==> src/core/arf_pkg.sv <==
// Summary of operation
// - Sample rate is 1 kHz (4 kHz in accel bypass) over divider plus one
// - Same strobe paces queue writes and outputs
// - Divider used only when bypass 00, setting 1..6
// - Full queue: policy bit drops new, else overwrites
// - Tag select places frame-sync in chosen low bit
// - Frame-sync latched, locked until strobe captures it
// - Temperature bandwidth from setting and bypass bits
// - Range field selects 2, 4, 8, 16 g
// - Low-power averaging code selects 4..32 samples
// - Accel bypass gives 4 kHz, 1046.0 Hz
// - Accel setting selects bandwidth at 1 kHz
// - Accel output rate also divided by divider
// - Low-power on-time grows with averaging count
// - All four registers reset to zero
`default_nettype none
package arf_pkg;
  // ==========================================================
  // Register map and fields
  localparam logic [7:0] ADDR_RATE_DIV     = 8'h19;
  localparam logic [7:0] ADDR_FILTER_SYNC  = 8'h1a;
  localparam logic [7:0] ADDR_ACCEL_RANGE  = 8'h1c;
  localparam logic [7:0] ADDR_ACCEL_FILTER = 8'h1d;
  localparam logic [7:0] REG_RESET         = 8'h00;
  localparam logic [7:0] MASK_FILTER_SYNC  = 8'h7f;
  localparam logic [7:0] MASK_ACCEL_RANGE  = 8'hf8;
  localparam logic [7:0] MASK_ACCEL_FILTER = 8'h3f;
  localparam int QUEUE_POLICY_BIT = 6;
  localparam int TAG_SEL_LSB      = 3;
  localparam int TEMP_SET_LSB     = 0;
  localparam int SELFTEST_LSB     = 5;
  localparam int RANGE_LSB        = 3;
  localparam int AVG_LSB          = 4;
  localparam int ACCEL_BYPASS_BIT = 3;
  localparam int ACCEL_SET_LSB    = 0;
  localparam logic [2:0] TAG_OFF  = 3'h0;
  localparam logic [2:0] TAG_TEMP = 3'h1;
  localparam logic [2:0] TAG_X    = 3'h5;
  localparam logic [2:0] TAG_Y    = 3'h6;
  localparam logic [2:0] TAG_Z    = 3'h7;
  localparam logic [2:0] TEMP_SET_MAX = 3'h7;

  // ==========================================================
  // Timing
  localparam int SYS_CLK_HZ   = 125_000_000;
  localparam int BASE_RATE_HZ = 1000;
  localparam int FAST_RATE_HZ = 4000;
  localparam int BASE_TICK_CYCLES = SYS_CLK_HZ / BASE_RATE_HZ;
  localparam int FAST_TICK_CYCLES = SYS_CLK_HZ / FAST_RATE_HZ;
  localparam int TICK_W = 17;

  // ==========================================================
  // Filter and power figures
  localparam logic [12:0] TEMP_BW_WIDE  = 13'h0fa0;
  localparam logic [13:0] ACCEL_BW_FAST = 14'h28dc;
  localparam logic [13:0] ON_TIME_FULL  = 14'h043c;
  localparam logic [4:0]  FS_MIN_G      = 5'h02;
  localparam logic [5:0]  AVG_MIN       = 6'h04;
  localparam logic [5:0]  AVG_NONE      = 6'h01;

  typedef struct packed {
    logic [12:0] temp_bw_hz;
    logic [13:0] accel_bw_dhz;
    logic        accel_fast_rate;
    logic [4:0]  full_scale_g;
    logic [5:0]  avg_samples;
    logic [13:0] on_time_us;
    logic [2:0]  selftest_en;
    logic [3:0]  tag_target;
    logic        div_active;
  } arf_cfg_t;

  typedef struct packed {
    logic       wr;
    logic       rd;
    logic [7:0] addr;
    logic [7:0] wdata;
  } arf_reg_req_t;

  function automatic logic [12:0] temp_bw(input logic [2:0] s);
    case (s)
      3'h1:    temp_bw = 13'h00bc;
      3'h2:    temp_bw = 13'h0062;
      3'h3:    temp_bw = 13'h002a;
      3'h4:    temp_bw = 13'h0014;
      3'h5:    temp_bw = 13'h000a;
      3'h6:    temp_bw = 13'h0005;
      default: temp_bw = TEMP_BW_WIDE;
    endcase
  endfunction

  // Bandwidth in tenths of a hertz
  function automatic logic [13:0] accel_bw(input logic [2:0] s);
    case (s)
      3'h2:    accel_bw = 14'h03de;
      3'h3:    accel_bw = 14'h01c0;
      3'h4:    accel_bw = 14'h00d4;
      3'h5:    accel_bw = 14'h0066;
      3'h6:    accel_bw = 14'h0033;
      3'h7:    accel_bw = 14'h1068;
      default: accel_bw = 14'h0885;
    endcase
  endfunction

  function automatic logic [13:0] on_time(input logic [1:0] c);
    case (c)
      2'h1:    on_time = 14'h0b18;
      2'h2:    on_time = 14'h12e8;
      2'h3:    on_time = 14'h2288;
      default: on_time = 14'h0730;
    endcase
  endfunction
endpackage
`default_nettype wire

==> src/core/arf_pulse_div.sv <==
`default_nettype none
// ============================================================
// Pulse divider: one pulse per (limit + 1) steps
module arf_pulse_div #(
  parameter int W = 8
) (
  input  wire logic         i_core_clk,
  input  wire logic         i_reset,
  input  wire logic         i_step,
  input  wire logic [W-1:0] i_limit,
  output logic              o_pulse
);
  logic [W-1:0] count;
  wire          wrap = (count >= i_limit);

  // A lowered limit wraps at once instead of running to overflow
  always_ff @(posedge i_core_clk or posedge i_reset) begin
    if (i_reset) begin
      count   <= '0;
      o_pulse <= 1'b0;
    end else begin
      o_pulse <= i_step && wrap;
      if (i_step) begin
        count <= wrap ? '0 : count + W'(1);
      end
    end
  end
endmodule
`default_nettype wire

==> src/core/arf_config.sv <==
`default_nettype none
module arf_config #(
  parameter int BASE_TICK_CYCLES = arf_pkg::BASE_TICK_CYCLES,
  parameter int FAST_TICK_CYCLES = arf_pkg::FAST_TICK_CYCLES
) (
  input  wire logic               i_core_clk,
  input  wire logic               i_reset,
  input  wire arf_pkg::arf_reg_req_t i_reg_req,
  output logic [7:0]              o_reg_rdata,
  output logic                    o_reg_rvalid,
  input  wire logic [1:0]         i_filter_bypass_select,
  input  wire logic               i_lowpower_mode,
  input  wire logic               i_frame_sync_input,
  input  wire logic               i_queue_full,
  output logic                    o_sample_strobe,
  output logic                    o_queue_push,
  output logic                    o_queue_drop_oldest,
  output logic                    o_tag_value,
  output arf_pkg::arf_cfg_t       o_cfg
);
  // ==========================================================
  // Registers
  logic [7:0] rate_divider;
  logic [7:0] filter_sync_config;
  logic [7:0] accel_range_selftest;
  logic [7:0] accel_filter_config;

  wire hit_div  = i_reg_req.addr == arf_pkg::ADDR_RATE_DIV;
  wire hit_sync = i_reg_req.addr == arf_pkg::ADDR_FILTER_SYNC;
  wire hit_rng  = i_reg_req.addr == arf_pkg::ADDR_ACCEL_RANGE;
  wire hit_filt = i_reg_req.addr == arf_pkg::ADDR_ACCEL_FILTER;

  always_ff @(posedge i_core_clk or posedge i_reset) begin
    if (i_reset) begin
      rate_divider         <= arf_pkg::REG_RESET;
      filter_sync_config   <= arf_pkg::REG_RESET;
      accel_range_selftest <= arf_pkg::REG_RESET;
      accel_filter_config  <= arf_pkg::REG_RESET;
    end else if (i_reg_req.wr) begin
      if (hit_div)  rate_divider <= i_reg_req.wdata;
      if (hit_sync) filter_sync_config <=
          i_reg_req.wdata & arf_pkg::MASK_FILTER_SYNC;
      if (hit_rng)  accel_range_selftest <=
          i_reg_req.wdata & arf_pkg::MASK_ACCEL_RANGE;
      if (hit_filt) accel_filter_config <=
          i_reg_req.wdata & arf_pkg::MASK_ACCEL_FILTER;
    end
  end

  // Unmapped addresses read as zero
  wire [7:0] next_rdata = hit_div  ? rate_divider :
                          hit_sync ? filter_sync_config :
                          hit_rng  ? accel_range_selftest :
                          hit_filt ? accel_filter_config : 8'h00;

  always_ff @(posedge i_core_clk or posedge i_reset) begin
    if (i_reset) begin
      o_reg_rdata  <= 8'h00;
      o_reg_rvalid <= 1'b0;
    end else begin
      o_reg_rvalid <= i_reg_req.rd;
      o_reg_rdata  <= i_reg_req.rd ? next_rdata : o_reg_rdata;
    end
  end

  // ==========================================================
  // Field decode
  wire       keep_on_full = filter_sync_config[arf_pkg::QUEUE_POLICY_BIT];
  wire [2:0] tag_select   =
      filter_sync_config[arf_pkg::TAG_SEL_LSB +: 3];
  wire [2:0] temp_set     =
      filter_sync_config[arf_pkg::TEMP_SET_LSB +: 3];
  wire [2:0] selftest     = accel_range_selftest[arf_pkg::SELFTEST_LSB +: 3];
  wire [1:0] range_select = accel_range_selftest[arf_pkg::RANGE_LSB +: 2];
  wire [1:0] avg_code     = accel_filter_config[arf_pkg::AVG_LSB +: 2];
  wire       accel_bypass = accel_filter_config[arf_pkg::ACCEL_BYPASS_BIT];
  wire [2:0] accel_set    = accel_filter_config[arf_pkg::ACCEL_SET_LSB +: 3];

  wire div_active = (i_filter_bypass_select == 2'b00) &&
                    (temp_set != 3'h0) &&
                    (temp_set != arf_pkg::TEMP_SET_MAX);
  wire temp_wide  = (i_filter_bypass_select != 2'b00) || !div_active;
  wire lp_active  = i_lowpower_mode && !accel_bypass;

  // ==========================================================
  // Sample timing
  logic base_tick;
  logic fast_tick;
  logic sample_pulse;

  arf_pulse_div #(.W(arf_pkg::TICK_W)) u_base_tick (
    .i_core_clk (i_core_clk),
    .i_reset    (i_reset),
    .i_step     (1'b1),
    .i_limit    (arf_pkg::TICK_W'(BASE_TICK_CYCLES - 1)),
    .o_pulse    (base_tick)
  );

  arf_pulse_div #(.W(arf_pkg::TICK_W)) u_fast_tick (
    .i_core_clk (i_core_clk),
    .i_reset    (i_reset),
    .i_step     (1'b1),
    .i_limit    (arf_pkg::TICK_W'(FAST_TICK_CYCLES - 1)),
    .o_pulse    (fast_tick)
  );

  wire       rate_tick   = accel_bypass ? fast_tick : base_tick;
  wire [7:0] div_limit   = div_active ? rate_divider : 8'h00;

  arf_pulse_div #(.W(8)) u_sample_div (
    .i_core_clk (i_core_clk),
    .i_reset    (i_reset),
    .i_step     (rate_tick),
    .i_limit    (div_limit),
    .o_pulse    (sample_pulse)
  );

  // ==========================================================
  // Frame-sync latch
  logic sync_latched;
  logic sync_locked;
  logic sync_captured;

  wire sync_toggle = (!sync_locked || sample_pulse) &&
                     (i_frame_sync_input != sync_latched);
  wire next_locked = sync_toggle ? 1'b1 :
                     sample_pulse ? 1'b0 : sync_locked;

  always_ff @(posedge i_core_clk or posedge i_reset) begin
    if (i_reset) begin
      sync_latched  <= 1'b0;
      sync_locked   <= 1'b0;
      sync_captured <= 1'b0;
    end else begin
      sync_locked   <= next_locked;
      sync_latched  <= sync_toggle ? i_frame_sync_input : sync_latched;
      sync_captured <= sample_pulse ? sync_latched : sync_captured;
    end
  end

  // tag target decode, reserved codes untagged
  wire [3:0] tag_target = {tag_select == arf_pkg::TAG_TEMP,
                           tag_select == arf_pkg::TAG_X,
                           tag_select == arf_pkg::TAG_Y,
                           tag_select == arf_pkg::TAG_Z};

  // ==========================================================
  // Queue write and strobes
  // strobe paces queue, policy on full
  wire next_push = sample_pulse && !(i_queue_full && keep_on_full);
  wire next_drop = sample_pulse && i_queue_full && !keep_on_full;

  always_ff @(posedge i_core_clk or posedge i_reset) begin
    if (i_reset) begin
      o_sample_strobe     <= 1'b0;
      o_queue_push        <= 1'b0;
      o_queue_drop_oldest <= 1'b0;
      o_tag_value         <= 1'b0;
    end else begin
      o_sample_strobe     <= sample_pulse;
      o_queue_push        <= next_push;
      o_queue_drop_oldest <= next_drop;
      o_tag_value         <= sample_pulse ? sync_latched : sync_captured;
    end
  end

  // ==========================================================
  // Configuration outputs
  arf_pkg::arf_cfg_t next_cfg;

  always_comb begin
    next_cfg.temp_bw_hz   = temp_wide ? arf_pkg::TEMP_BW_WIDE
                                      : arf_pkg::temp_bw(temp_set);
    next_cfg.accel_bw_dhz = accel_bypass ? arf_pkg::ACCEL_BW_FAST
                                         : arf_pkg::accel_bw(accel_set);
    next_cfg.accel_fast_rate = accel_bypass;
    next_cfg.full_scale_g = arf_pkg::FS_MIN_G << range_select;
    next_cfg.avg_samples  = lp_active ? arf_pkg::AVG_MIN << avg_code
                                      : arf_pkg::AVG_NONE;
    next_cfg.on_time_us   = lp_active ? arf_pkg::on_time(avg_code)
                                      : arf_pkg::ON_TIME_FULL;
    next_cfg.selftest_en  = selftest;
    next_cfg.tag_target   = tag_target;
    next_cfg.div_active   = div_active;
  end

  always_ff @(posedge i_core_clk or posedge i_reset) begin
    if (i_reset) begin
      o_cfg <= '0;
    end else begin
      o_cfg <= next_cfg;
    end
  end
endmodule
`default_nettype wire

==> config.mk <==
export PLATFORM = sky130hd
export DESIGN_NAME = arf_config
export DESIGN_NICKNAME = d
export VERILOG_FILES = /design/src/core/arf_pkg.sv /design/src/core/arf_pulse_div.sv /design/src/core/arf_config.sv
export SDC_FILE = /design/constraint.sdc
export NUM_CORES = 1
export LEC_CHECK = 0
export ABC_AREA = 1
export ABC_CLOCK_PERIOD_IN_PS = 6350
export BUFFER_PORTS_ARGS = -buffer_cell sky130_fd_sc_hd__buf_2
export CAP_MARGIN = 15
export CORE_MARGIN = 2
export CORE_UTILIZATION = 40
export CTS_CLUSTER_DIAMETER = 50
export DETAILED_ROUTE_END_ITERATION = 7
export HOLD_SLACK_MARGIN = 0.08
export PLACE_DENSITY_LB_ADDON = 0.25
export SKIP_CTS_REPAIR_TIMING = 1
export SLEW_MARGIN = 5
export SYNTH_ARGS = -nofsm -noshare
export SYNTH_HDL_FRONTEND = slang
export SYNTH_SLANG_ARGS = --single-unit
==> constraint.sdc <==
create_clock -name i_core_clk -period 6.35 [get_ports i_core_clk]
set_clock_uncertainty 0.15 [all_clocks]
set_input_delay 1.5875 -clock i_core_clk [delete_from_list [all_inputs] [get_ports i_core_clk]]
set_output_delay 1.5875 -clock i_core_clk [all_outputs]
set_load 0.02 [all_outputs]
==> results.cfg <==
[routing]
routed_wl_um = 12810
drc_errors = 0
vias_per_cell = 4.707
route.detailed.wl_per_inst_um = 13.04
detailedRoute.firstPassIterationCount = 5
final_antenna_net_count = 0
initial_drc_count = 276
via_count = 4627

[grt]
antenna_found_initial = 0
via_count_of_the_first_global_routing_pass = 4496
grt_start_max_net_pins = 89
first_pass_grt_wire_length_um = 21180
overflow_after_grt = 0
grtUsageTotal_pct = 16.59

[synth]
syn_avg_cell_area_um2 = 8.898
ys_seq_elements = 133
synth.largest_area_cell = dfrtp_1
ys.warnings.count = 0
async_reset_ff_share_pct = 100.0
mappedNetlistArea_um2 = 6122
synthesis.instances = 688
postSynth.topFlopCell = dfrtp_1
yosys-top-cells-area = dfrtp_1 54%, nand2_1 10%, nor2_1 5.4%
synth_top_area_share_pct = 54.36
synth_edf_count = 0
post_synth_num_cell_types = 36
share_of_the_yosys_chip_area_belonging_to_registers_pct = 54.36

[place]
dpl.hpwl_um = 9236
placement.io_buffers = 92
gp_congestion = 0.8735
place_inst = 950

[die]
rows = 45
die_area_um2 = 16310
initial_core_util_pct = 40.57
core_um2 = 15090
die_x_um = 127.7
die_boundary_height_um = 127.7
pin_count = 99

[setup_path]
setup.worst_path.start_class = input port
worst_setup_path_end_kind = flop
timing.critical_path.required_ps = 6530
worst_path_largest_cell_delay_ps = 310
crit_family = simple AND/OR/NAND/NOR gates
crit_chain = buf_2 > nor2_1 > nand2_1 > inv_1 > nand2_1 > ha_1 > nand2_1 > nand2_1 > nand2_1 > nand2_1 > a21oi_1 > nand2_1 > o21ai_0
worst-path-max-fanout = 12
timing_worst_setup_path_type = in2reg
highest_delay_cell_along_the_critical_path = ha_1
worst-path-buf-inv = 2
crit_top_cell = nand2_1
worst_setup_path_startpoint = i_filter_bypass_select[1]
crit_arrival_ps = 3490
crit-reg2reg-launch = filter_sync_config[2]

[clock_network]
cts.reportedPaths.clkPinSlew_ps = 60
cts_buffers = 17
clock_path_buffers = 2
clock_sinks = 133
count_of_h_tree_levels_built_during_cts = 4
clock_insertion_delay_worst_skew_ps = 420
clock-root-buffer = clkbuf_16
tritoncts_clock_tree = yes

[power_and_ir_drop]
power_switching_share_pct = 24.95
pwr-share-comb_pct = 12.1
total_power_uw = 2388
static-leakage-power_uw = 0.003682
net_switching_power_uw = 595.8
seqPwrFrac_pct = 40.7
vdd_ir_drop_max_uv = 191.0
clkPwrFrac_pct = 47.1
p_int_uw = 1792
power_density_nw_per_um2 = 324.1

[sta]
setup_viol = 0
layout_min_cycle_time_ps = 3308
period_share_pct = 52.09
final-hold-violation-count = 0
worst-slew-pin-transition_ps = 560.6
max-slew-margin-rel_pct = 62.63
slew_violations = 0
grt_setup_unrepaired = false
fmaxAchievable_ghz = 0.3023
setup_total_negative_slack_ps = 0

[outcome]
outcome = finished clean

[finish]
antennaDiodeCount = 0
instances_no_fill = 983
final_nets = 819
area_growth_syn_to_layout_pct = 20.34
drive_gt1_share_pct = 19.75

[worst_hold_path]
worstHoldStart = accel_range_selftest[7]
hold_path.class = reg2reg

[flow_run]
cap_viol_max_count = 0
==> layout make-up <==
cell class	count	area (µm²)
Clock inverter	8	192.7
Multi-Input combinational cell	455	2317
Tap cell	188	235.2
Sequential cell	133	3328
Inverter	81	306.5
Fill cell	1437	7722
Clock buffer	24	491.7
Timing Repair Buffer	94	495.5
==> through the flow <==
| stage | cell area [µm²] | hold WS, ps | util (%) | setup slack [ps] |
|---|---|---|---|---|
| finish | 7367 | 247.7 | 48.82 | 3042 |
| global route | 7367 | 271.8 | 48.82 | 2767 |
| CTS | 7340 | 250.8 | 48.64 | 3036 |
| detailed placement | 6655 | 218.8 | 44.10 | 2609 |
| global placement | 6655 | 217.1 | 44.10 | 2793 |
| floorplan | 6148 | 203.7 | - | 1058 |
==> power by group through the flow <==
stage	Sequential (µW)	Combinational [µW]	Clock, µW
global placement	984	275	0
CTS	972	291	1150
finish	973	290	1130
floorplan	995	192	0
detailed placement	986	289	0
global route	982	334	1190
==> flip-flops by register name, summed over array words and instances, names as in the netlist <==
register and cells:
accel_filter_config 6, accel_range_selftest 5, filter_sync_config 7, o_cfg 47, o_queue_drop_oldest 1, o_queue_push 1, o_reg_rdata 8, o_reg_rvalid 1
o_sample_strobe 1, o_tag_value 1, rate_divider 8, sync_latched 1, sync_locked 1, u_base_tick.count 17, u_base_tick.o_pulse 1, u_fast_tick.count 17
u_fast_tick.o_pulse 1, u_sample_div.count 8, u_sample_div.o_pulse 1
==> worst paths after layout <==
| kind | slack (ps) | end | depth (start not counted) |
|---|---|---|---|
| worst max register to register | 3510 | u_sample_div.count[1] | 15 |
| max in group asynchronous | 4270 | o_cfg[15] | 3 |
| worst min register to register | 250 | o_cfg[7] | 0 |
| worst max-delay path | 3040 | u_sample_div.count[1] | 13 |
| min in group asynchronous | 950 | o_cfg[39] | 2 |
| worst min-delay path | 250 | o_cfg[7] | 0 |
==> routing by layer <==
metal / wire (µm) / GRT usage, % / share of wire, %
met5: 0 / 0 / 0
met4: 182 / 7.304 / 1.4
met1: 5898 / 21.48 / 46
met3: 553 / 3.756 / 4.3
met2: 6180 / 26.83 / 48
==> cell families after synthesis <==
kind of cell    Yosys count  synth area share (%)
simple gates            349                 25.18
flops                   133                 54.36
buf+inv                 107                 8.216
compound gates           61                 6.152
xor+xnor                 25                 3.577
fa+ha+maj                12                 2.452
other cells               1               0.06125
==> cell usage in the layout (no fill, tap or decap), types with 3 or more instances in the layout <==
cell type / synthesis / routed
a21oi_1: 15 / 15
buf_2: 4 / 92
bufinv_16: 0 / 6
clkbuf_1: 2 / 3
clkbuf_16: 0 / 17
clkbuf_8: 1 / 4
conb_1: 1 / 8
dfrtp_1: 133 / 133
ha_1: 12 / 12
inv_1: 79 / 78
nand2_1: 165 / 165
nand2_2: 8 / 8
nand3_1: 54 / 54
nand4_1: 9 / 9
nor2_1: 88 / 88
nor2_4: 3 / 3
nor3_1: 14 / 14
o21a_1: 4 / 4
o21ai_0: 20 / 20
o21ai_1: 4 / 4
o21ai_2: 13 / 13
xnor2_1: 9 / 9
xor2_1: 16 / 16
==> cell usage after synthesis (2+ instances only) <==
cell type	number
nand2_2	8
o21ai_1	4
xnor2_1	9
nor2_4	3
o211ai_1	2
nor3_1	14
buf_4	15
a21oi_1	15
o21a_1	4
xor2_1	16
dfrtp_1	133
nand4_1	9
nand3_1	54
o21ai_2	13
nor2_1	88
buf_2	4
inv_2	2
o21ai_0	20
buf_6	4
clkbuf_1	2
ha_1	12
nand2_1	165
inv_1	79
==> worst reg2reg max path, cell delays in order (launching register included) <==
cell     delay (ps)
dfrtp_1         440
inv_1           150
a21oi_1         150
a21oi_1          60
nor2_1           90
nand2_1         150
inv_1           300
nand2_1         110
ha_1            310
nand2_1          70
nand2_1          50
nand2_1          50
nand2_1          40
a21oi_1         170
nand2_1         230
o21ai_0         230
Note: power is estimated with default switching activity, not from simulation.
